[src/include/i2s_fifo_pkg.sv]
package i2s_fifo_pkg;
  // ****************
  // register offsets
  // ****************
  localparam logic [11:0] TX_OVERRUN_CLEAR_OFS = 12'h044;
  localparam logic [11:0] RX_FIFO_THRESHOLD_CFG_OFS = 12'h048;
  localparam logic [11:0] TX_FIFO_THRESHOLD_CFG_OFS = 12'h04c;
  localparam logic [11:0] RX_FIFO_FLUSH_OFS = 12'h050;
  localparam logic [11:0] TX_FIFO_FLUSH_OFS = 12'h054;
  localparam logic [11:0] IRQ_STATUS_OFS = 12'h058;
  localparam logic [11:0] IRQ_MASK_OFS = 12'h05c;
  localparam logic [11:0] FIFO_STATE_OFS = 12'h060;
  localparam logic [11:0] RX_BLOCK_DMA_PORT_OFS = 12'h1c0;
  localparam logic [11:0] TX_BLOCK_DMA_PORT_OFS = 12'h1c8;
  // ****************
  // fields and reset values
  // ****************
  localparam logic [3:0] RX_THRESHOLD_RST = 4'h4;
  localparam logic [3:0] TX_THRESHOLD_RST = 4'h3;
  localparam logic [3:0] THRESHOLD_MAX = 4'h7;
  localparam logic [5:0] IRQ_MASK_RST = 6'h00;
  localparam int RX_AVAIL_BIT = 0;
  localparam int RX_OVERRUN_BIT = 1;
  localparam int TX_EMPTY_BIT = 4;
  localparam int TX_OVERRUN_BIT = 5;
  localparam int FIFO_DEPTH = 8;
  localparam int PTR_W = 3;
  localparam int CNT_W = 4;
  localparam logic [1:0] RESP_OKAY = 2'h0;
  localparam logic [1:0] RESP_SLVERR = 2'h2;
endpackage : i2s_fifo_pkg

[src/verilog/i2s_fifo_ctrl.sv]
`timescale 1ns/1ns
// Functional notes
// - reading the tx overrun clear register clears the pending tx overrun condition.
// - that register's bit 0 reads 1 when no tx overrun, 0 when one is pending.
// - rx data available raised when rx fifo holds threshold plus one entries.
// - rx threshold writes above 7 store and read back 7.
// - tx empty trigger level equals programmed value; illegal values saturate to 7.
// - writing 1 to rx flush bit empties rx fifo; bit reads back 0.
// - writing 1 to tx flush bit empties tx fifo; bit clears itself.
// - rx dma port reads step through enabled channel, left then right words.
// - tx dma port writes fill enabled channel, left then right, wrapping.
// - a tx write to a full fifo flags tx overrun.
// - rx data lost on a full rx fifo flags rx overrun.
module i2s_fifo_ctrl (
  input wire logic MCLK,
  input wire logic RESET_N,
  input wire logic CE,
  input wire logic [11:0] S_AXI_AWADDR,
  input wire logic S_AXI_AWVALID,
  output logic S_AXI_AWREADY,
  input wire logic [31:0] S_AXI_WDATA,
  input wire logic [3:0] S_AXI_WSTRB,
  input wire logic S_AXI_WVALID,
  output logic S_AXI_WREADY,
  output logic [1:0] S_AXI_BRESP,
  output logic S_AXI_BVALID,
  input wire logic S_AXI_BREADY,
  input wire logic [11:0] S_AXI_ARADDR,
  input wire logic S_AXI_ARVALID,
  output logic S_AXI_ARREADY,
  output logic [31:0] S_AXI_RDATA,
  output logic [1:0] S_AXI_RRESP,
  output logic S_AXI_RVALID,
  input wire logic S_AXI_RREADY,
  input wire logic RX_CHANNEL_ENABLE,
  input wire logic TX_CHANNEL_ENABLE,
  input wire logic RX_PUSH,
  input wire logic [31:0] RX_PUSH_DATA,
  input wire logic TX_POP,
  output logic TX_POP_VALID,
  output logic [31:0] TX_POP_DATA,
  output logic RX_AVAIL,
  output logic TX_EMPTY_TH,
  output logic IRQ
);
  // ****************
  // state
  // ****************
  logic [31:0] rx_mem [i2s_fifo_pkg::FIFO_DEPTH];
  logic [31:0] tx_mem [i2s_fifo_pkg::FIFO_DEPTH];
  logic [i2s_fifo_pkg::PTR_W-1:0] rx_wp_reg, rx_rp_reg, tx_wp_reg, tx_rp_reg;
  logic [i2s_fifo_pkg::CNT_W-1:0] rx_cnt_reg, tx_cnt_reg, rx_cnt_next, tx_cnt_next;
  logic [3:0] rx_avail_threshold_reg, tx_empty_threshold_reg;
  logic [5:0] ist_reg, ist_next, mask_reg;
  logic rx_side_reg, tx_side_reg;
  logic bvalid_reg, rvalid_reg;
  logic [1:0] bresp_reg, rresp_reg;
  logic [31:0] rdata_reg;

  // ****************
  // bus decode
  // ****************
  // ready waits for the enable, so a frozen block never completes a handshake it cannot act on
  wire wr_go = CE & S_AXI_AWVALID & S_AXI_WVALID & ~bvalid_reg;
  wire rd_go = CE & S_AXI_ARVALID & ~rvalid_reg;
  wire [11:0] wa = S_AXI_AWADDR;
  wire [11:0] ra = S_AXI_ARADDR;
  wire lane0 = S_AXI_WSTRB[0];
  wire w_rx_th = wr_go & (wa == i2s_fifo_pkg::RX_FIFO_THRESHOLD_CFG_OFS);
  wire w_tx_th = wr_go & (wa == i2s_fifo_pkg::TX_FIFO_THRESHOLD_CFG_OFS);
  wire w_rx_fl = wr_go & (wa == i2s_fifo_pkg::RX_FIFO_FLUSH_OFS);
  wire w_tx_fl = wr_go & (wa == i2s_fifo_pkg::TX_FIFO_FLUSH_OFS);
  wire w_ist = wr_go & (wa == i2s_fifo_pkg::IRQ_STATUS_OFS);
  wire w_mask = wr_go & (wa == i2s_fifo_pkg::IRQ_MASK_OFS);
  wire w_txd = wr_go & (wa == i2s_fifo_pkg::TX_BLOCK_DMA_PORT_OFS);
  wire w_ro = (wa == i2s_fifo_pkg::TX_OVERRUN_CLEAR_OFS) | (wa == i2s_fifo_pkg::FIFO_STATE_OFS)
    | (wa == i2s_fifo_pkg::RX_BLOCK_DMA_PORT_OFS);
  wire w_ok = w_rx_th | w_tx_th | w_rx_fl | w_tx_fl | w_ist | w_mask | w_txd | (wr_go & w_ro);
  wire r_tor = rd_go & (ra == i2s_fifo_pkg::TX_OVERRUN_CLEAR_OFS);
  wire r_rxd = rd_go & (ra == i2s_fifo_pkg::RX_BLOCK_DMA_PORT_OFS);

  // ****************
  // fifo control
  // ****************
  wire rx_flush = w_rx_fl & lane0 & S_AXI_WDATA[0];
  wire tx_flush = w_tx_fl & lane0 & S_AXI_WDATA[0];
  wire rx_full = rx_cnt_reg == i2s_fifo_pkg::CNT_W'(i2s_fifo_pkg::FIFO_DEPTH);
  wire tx_full = tx_cnt_reg == i2s_fifo_pkg::CNT_W'(i2s_fifo_pkg::FIFO_DEPTH);
  wire rx_empty = rx_cnt_reg == '0;
  wire tx_empty = tx_cnt_reg == '0;
  wire rx_in = RX_PUSH & RX_CHANNEL_ENABLE;
  wire rx_wr = rx_in & ~rx_full & ~rx_flush;
  wire rx_lost = rx_in & rx_full;
  wire rx_rd = r_rxd & ~rx_empty & ~rx_flush;
  wire tx_wr = w_txd & ~tx_full & ~tx_flush;
  wire tx_lost = w_txd & tx_full;
  wire tx_rd = TX_POP & TX_POP_VALID & ~tx_flush;
  wire [3:0] wsat = (S_AXI_WDATA[3:0] > i2s_fifo_pkg::THRESHOLD_MAX) ? i2s_fifo_pkg::THRESHOLD_MAX
    : S_AXI_WDATA[3:0];
  wire [i2s_fifo_pkg::CNT_W-1:0] rx_level = rx_avail_threshold_reg + 4'h1;

  always_comb
  begin
    rx_cnt_next = rx_cnt_reg;
    if (rx_flush)
      rx_cnt_next = '0;
    else if (rx_wr & ~rx_rd)
      rx_cnt_next = rx_cnt_reg + 4'h1;
    else if (rx_rd & ~rx_wr)
      rx_cnt_next = rx_cnt_reg - 4'h1;
    tx_cnt_next = tx_cnt_reg;
    if (tx_flush)
      tx_cnt_next = '0;
    else if (tx_wr & ~tx_rd)
      tx_cnt_next = tx_cnt_reg + 4'h1;
    else if (tx_rd & ~tx_wr)
      tx_cnt_next = tx_cnt_reg - 4'h1;
  end

  assign RX_AVAIL = rx_cnt_reg >= rx_level;
  assign TX_EMPTY_TH = tx_cnt_reg <= tx_empty_threshold_reg;
  // a pop offered while frozen would hand out a word twice
  assign TX_POP_VALID = CE & TX_CHANNEL_ENABLE & ~tx_empty;
  assign TX_POP_DATA = tx_mem[tx_rp_reg];

  // ****************
  // interrupt status
  // ****************
  wire [5:0] ev = {tx_lost, TX_EMPTY_TH, 2'b00, rx_lost, RX_AVAIL};
  wire [5:0] w1c = (w_ist & lane0) ? S_AXI_WDATA[5:0] : 6'h00;
  wire [5:0] rclr = r_tor ? 6'h20 : 6'h00;
  // an event in the clearing cycle wins over the clear
  assign ist_next = (ist_reg & ~w1c & ~rclr) | ev;
  assign IRQ = |(ist_reg & ~mask_reg);

  // ****************
  // read mux
  // ****************
  logic [31:0] rd_mux;
  logic rd_hit;
  always_comb
  begin
    rd_mux = 32'h0000_0000;
    rd_hit = 1'b1;
    case (ra)
      i2s_fifo_pkg::TX_OVERRUN_CLEAR_OFS: rd_mux = {31'h0, ~ist_reg[i2s_fifo_pkg::TX_OVERRUN_BIT]};
      i2s_fifo_pkg::RX_FIFO_THRESHOLD_CFG_OFS: rd_mux = {28'h0, rx_avail_threshold_reg};
      i2s_fifo_pkg::TX_FIFO_THRESHOLD_CFG_OFS: rd_mux = {28'h0, tx_empty_threshold_reg};
      i2s_fifo_pkg::RX_FIFO_FLUSH_OFS: rd_mux = 32'h0000_0000;
      i2s_fifo_pkg::TX_FIFO_FLUSH_OFS: rd_mux = 32'h0000_0000;
      i2s_fifo_pkg::IRQ_STATUS_OFS: rd_mux = {26'h0, ist_reg};
      i2s_fifo_pkg::IRQ_MASK_OFS: rd_mux = {26'h0, mask_reg};
      i2s_fifo_pkg::FIFO_STATE_OFS: rd_mux = {14'h0, tx_side_reg, rx_side_reg, 4'h0, tx_cnt_reg, 4'h0, rx_cnt_reg};
      i2s_fifo_pkg::RX_BLOCK_DMA_PORT_OFS: rd_mux = rx_empty ? 32'h0000_0000 : rx_mem[rx_rp_reg];
      i2s_fifo_pkg::TX_BLOCK_DMA_PORT_OFS: rd_mux = 32'h0000_0000;
      default: rd_hit = 1'b0;
    endcase
  end

  assign S_AXI_AWREADY = wr_go;
  assign S_AXI_WREADY = wr_go;
  assign S_AXI_ARREADY = rd_go;
  assign S_AXI_BVALID = bvalid_reg;
  assign S_AXI_BRESP = bresp_reg;
  assign S_AXI_RVALID = rvalid_reg;
  assign S_AXI_RRESP = rresp_reg;
  assign S_AXI_RDATA = rdata_reg;

  // ****************
  // registers
  // ****************
  always_ff @(posedge MCLK)
  begin
    if (!RESET_N)
    begin
      bvalid_reg <= 1'b0;
      rvalid_reg <= 1'b0;
      bresp_reg <= i2s_fifo_pkg::RESP_OKAY;
      rresp_reg <= i2s_fifo_pkg::RESP_OKAY;
      rdata_reg <= 32'h0000_0000;
      rx_avail_threshold_reg <= i2s_fifo_pkg::RX_THRESHOLD_RST;
      tx_empty_threshold_reg <= i2s_fifo_pkg::TX_THRESHOLD_RST;
      mask_reg <= i2s_fifo_pkg::IRQ_MASK_RST;
      ist_reg <= 6'h00;
    end
    else if (CE)
    begin
      if (wr_go)
      begin
        bvalid_reg <= 1'b1;
        bresp_reg <= w_ok ? i2s_fifo_pkg::RESP_OKAY : i2s_fifo_pkg::RESP_SLVERR;
      end
      else if (S_AXI_BREADY)
        bvalid_reg <= 1'b0;
      if (rd_go)
      begin
        rvalid_reg <= 1'b1;
        rdata_reg <= rd_mux;
        rresp_reg <= rd_hit ? i2s_fifo_pkg::RESP_OKAY : i2s_fifo_pkg::RESP_SLVERR;
      end
      else if (S_AXI_RREADY)
        rvalid_reg <= 1'b0;
      if (w_rx_th & lane0)
        rx_avail_threshold_reg <= wsat;
      if (w_tx_th & lane0)
        tx_empty_threshold_reg <= wsat;
      if (w_mask & lane0)
        mask_reg <= S_AXI_WDATA[5:0];
      ist_reg <= ist_next;
    end
  end

  always_ff @(posedge MCLK)
  begin
    if (!RESET_N)
    begin
      rx_wp_reg <= '0;
      rx_rp_reg <= '0;
      tx_wp_reg <= '0;
      tx_rp_reg <= '0;
      rx_cnt_reg <= '0;
      tx_cnt_reg <= '0;
      rx_side_reg <= 1'b0;
      tx_side_reg <= 1'b0;
    end
    else if (CE)
    begin
      rx_cnt_reg <= rx_cnt_next;
      tx_cnt_reg <= tx_cnt_next;
      if (rx_flush)
      begin
        rx_wp_reg <= '0;
        rx_rp_reg <= '0;
        rx_side_reg <= 1'b0;
      end
      else
      begin
        if (rx_wr)
          rx_wp_reg <= rx_wp_reg + 3'h1;
        if (rx_rd)
        begin
          rx_rp_reg <= rx_rp_reg + 3'h1;
          rx_side_reg <= ~rx_side_reg;
        end
      end
      if (tx_flush)
      begin
        tx_wp_reg <= '0;
        tx_rp_reg <= '0;
        tx_side_reg <= 1'b0;
      end
      else
      begin
        if (tx_wr)
        begin
          tx_wp_reg <= tx_wp_reg + 3'h1;
          tx_side_reg <= ~tx_side_reg;
        end
        if (tx_rd)
          tx_rp_reg <= tx_rp_reg + 3'h1;
      end
    end
  end

  // storage carries no reset; only pointers define its contents
  always_ff @(posedge MCLK)
  begin
    if (CE & rx_wr)
      rx_mem[rx_wp_reg] <= RX_PUSH_DATA;
    if (CE & tx_wr)
      tx_mem[tx_wp_reg] <= S_AXI_WDATA;
  end
endmodule : i2s_fifo_ctrl
[config.mk]
export PLATFORM = sky130hd
export DESIGN_NAME = i2s_fifo_ctrl
export DESIGN_NICKNAME = d
export VERILOG_FILES = /design/src/include/i2s_fifo_pkg.sv /design/src/verilog/i2s_fifo_ctrl.sv
export SDC_FILE = /design/constraint.sdc
export NUM_CORES = 1
export LEC_CHECK = 0
export BUFFER_PORTS_ARGS = -buffer_cell sky130_fd_sc_hd__buf_2
export CAP_MARGIN = 15
export CORE_MARGIN = 4
export CORE_UTILIZATION = 40
export DETAILED_ROUTE_END_ITERATION = 12
export PLACE_DENSITY = 0.58
export SETUP_SLACK_MARGIN = 0.15
export SLEW_MARGIN = 20
export SYNTH_ARGS = -nofsm -noshare
export SYNTH_HDL_FRONTEND = slang
export SYNTH_SLANG_ARGS = --single-unit
[constraint.sdc]
create_clock -name MCLK -period 6.3 [get_ports MCLK]
set_input_delay 0.315 -clock MCLK [delete_from_list [all_inputs] [get_ports MCLK]]
set_output_delay 0.315 -clock MCLK [all_outputs]
set_load 0.02 [all_outputs]
==> metrics.md <==
| Metric | Value |
|---|---|
| WP data arrival | roughly 3200 ps |
| Clock sink count | just under 600 |
| Power Density | 282.0 nW/um2 |
| Layout cell share with drive strength beyond 1 | between 30 and 40% |
| MaxCap Viol Count | 0 |
| Clk pwr share | 42.4% |
| Initial drt markers | between 900 and 1000 |
| Worst Max-Slew Pin Slew | approximately 1100 ps |
| Dpl ws | 2665 ps |
| Height of the die | approximately 250 um |
| RSZ-0062 raised after global routing | no |
| Gr ovfl total | 0 |
| Worst R2R Path Depth | 11 |
| Setup Crit Path Kind | register to output pin |
| Number of synthesized register bits | between 500 and 600 |
| Post-CTS setup buffer count | 0 |
| Net Sw Frac | between 20% and 30% |
| Part of the power in registers | between 50 and 60% |
| Die Width | 250.5 um |
| Placed Instance Area | 25410 um2 |
| R2r startpoint | S_AXI_BVALID$_SDFFE_PN0P_ |
| Clock tree buffer depth | 3 |
| Final Hold Fails | 0 |
| Final GP Congestion | just under 0.8 |
| Nets | approximately 1700 |
| Detail Placement HPWL | between 30000 and 40000 um |
| Vias in the first global route | 13070 |
| CP endpoint kind | output pin |
| Register area share after synthesis | between 70% and 80% |
| Initial antenna violation count | 10 |
| Leading area contributor after synthesis | edfxtp_1 |
| P&R area growth vs syn | 18.42% |
| Fillcell total | 4935 |
| Worst hold slack | around 47 ps |
| Core area | between 50000 and 60000 um2 |
| Leading register cell type out of synthesis | edfxtp_1 |
| Setup crit end | TX_POP_DATA[5] |
| Leading post-synthesis cells by cell area | edfxtp_1 65%, mux4_2 12%, dfxtp_1 7.1%, mux2_2 2.0%, mux2i_1 1.8% |
| Worst vdd ir | 211.7 uV |
| DRT Pass-1 Iters | 6 |
| Post-DR wirelength/cell | between 20 and 25 um |
| Initial Utilization | between 40% and 50% |
| Yosys cell types | 67 |
| Leakage power | around 9 nW |
| Die area | around 63000 um2 |
| Rows | slightly below 90 |
| Fin cells | between 2000 and 2500 |
| Total track usage | 16.68% |
| Multi-input gate area | roughly 6200 um2 |
| Via density per instance | around 5.3 |
| I/O pins | approximately 180 |
| Slew Limit Fails | 0 |
| Final setup TNS | 0 ps |
| Clk pin slew, worst setup/hold paths | around 60 ps |
| Reg2reg end | tx_cnt_reg[3]$_SDFFE_PN0P_ |
| Clock tree from TritonCTS | done |
| Root Buffer | clkbuf_16 |
| Count leader, synth | edfxtp_1 |
| Slew headroom | between 20% and 30% |
| CP required | between 5000 and 6000 ps |
| EDFF count, synth | between 500 and 600 |
| Switch Pwr | between 1.5 and 2 mW |
| Synth Warn # | 0 |
| Worst skew pair latency | 620 ps |
| Via count | 12460 |
| Pin count of the biggest net entering global routing | 66 |
| Post-synthesis async set-or-reset flop share | 0% |
| Crit path launch type | register |
| H-tree depth | 2 |
| Mapped Avg Cell Area | 18.55 um2 |
| R2R Setup Slk | approximately 3000 ps |
| Inst Count DP | approximately 2200 |
| Mapped Cells | about 1300 |
| Routed WL | between 50000 and 60000 um |
| P_int | 6.269 mW |
| Cts bufs inserted | 60 |
| Area fraction of the dominant cell type after synthesis | between 60 and 70% |
| Fmax | 287.5 MHz |
| Comb power frac | around 2.8% |
| HP Class | primary input to register |
| Status | completed |
| Period utilization | 55.21% |
| Clock skew | around 16 ps |
| Post-route ant nets | 0 |
| First-pass GRT wire length | 80840 um |
| # setup viols final | 0 |
| Synth top cells by count | 512 x edfxtp_1, 128 x mux4_2, 84 x dfxtp_1, 64 x nand2_1, 47 x nor2_1 |
| Netlist Area Pre-Place | 23520 um2 |
| Final Cell Area | ~28000 um2 |
| Remaining DRCs | 0 |
| Sequential cell area | 17070 um2 |
| PnR worst setup slack | 2822 ps |
| Crit path max fanout | 34 |
| # port buffers | around 180 |
| Period minus WS final | ~3500 ps |
| CTS-repair resized insts | 0 |
layer usage:
metal  vias to the layer above  GRT usage (%)  wire length [um]
li1                       5603              -                 -
met3                        71          4.164              3574
met5                         -              0                55
met4                         8          3.725               892
met1                      6412          22.54             22540
met2                       365          27.61             25690
power groups by stage:
stage / Clock [mW] / Combinational [mW] / Sequential, mW
floorplan: 0 / 0.0708 / 4.40
global route: 3.59 / 0.241 / 4.30
detailed placement: 0 / 0.189 / 4.39
global placement: 0 / 0.182 / 4.39
finish: 3.33 / 0.219 / 4.30
CTS: 3.43 / 0.221 / 4.30
final cells by class:
class	instances	share of cell area [%]
timing repair buffer	265	6.109
inverter	22	0.2965
antenna	5	0.04492
clock buffer	91	6.064
multi-input combinational	587	22.24
tap	765	3.436
sequential	596	61.28
clock inverter	19	0.5300
logic make-up after synthesis:
family,Yosys count,share of synthesized area (%)
xor gates and xnor gates,13,0.5160
muxes,212,16.05
and+or+nand+nor,233,5.266
AOI/OAI and AO/OA,108,3.000
buffers and inverters,86,1.569
other,1,0.01594
DFF,596,72.51
adders and majority gates,19,1.074
per-stage QoR:
stage	power, mW	util [%]
after global routing	8.137	48.09
after detailed placement	4.577	43.87
final	7.856	48.10
after floorplan	4.467	-
after global placement	4.569	43.87
after CTS	7.951	48.08
critical path, cell delays in order, from the launching register on:
cell     delay [ps]
dfxtp_4         760
buf_4           680
mux4_2          600
mux2_2          300
buf_2           160
placed cells by master (no fill, tap or decap), types with 6 or more instances in the layout:
cell type      count
nor3_1             9
clkinv_1           6
mux2i_1           43
mux4_2           128
edfxtp_1         512
nand4_1            6
inv_1             21
and2_1            29
nor2b_1           12
clkbuf_1          25
o21ai_0           37
nand2b_1           6
nor2_1            43
nand2_1           64
buf_4             30
nor3_2             6
o22ai_1            6
buf_2            175
nand3_1           11
clkinv_2           9
dlygate4sd3_1     60
mux2_2            41
ha_1              17
xor2_1             8
clkbuf_16         61
dfxtp_1           78
a21oi_1           15
a221oi_1           7
what timing repair did:
action                                  CTS  global route
hold endpoints to repair                473             0
endpoints found under the setup margin    0             0
hold buffers                             60             0
worst min-delay path by stage:
stage                                  startpoint  slack (ps)  cells after the start                 endpoint
after global routing               S_AXI_WDATA[4]          30                      1   tx_mem[2][4]$_DFFE_PP_
final                              S_AXI_WDATA[1]          50                      1   tx_mem[4][1]$_DFFE_PP_
after CTS                          S_AXI_WDATA[1]           3                      1   tx_mem[4][1]$_DFFE_PP_
after floorplan                    S_AXI_WDATA[2]         400                      1  ist_reg[2]$_SDFFE_PN0P_
after detailed placement  ist_reg[3]$_SDFFE_PN0P_         460                      2  ist_reg[3]$_SDFFE_PN0P_
after global placement    ist_reg[3]$_SDFFE_PN0P_         440                      2  ist_reg[3]$_SDFFE_PN0P_
Power figures use the tool's default switching activity.
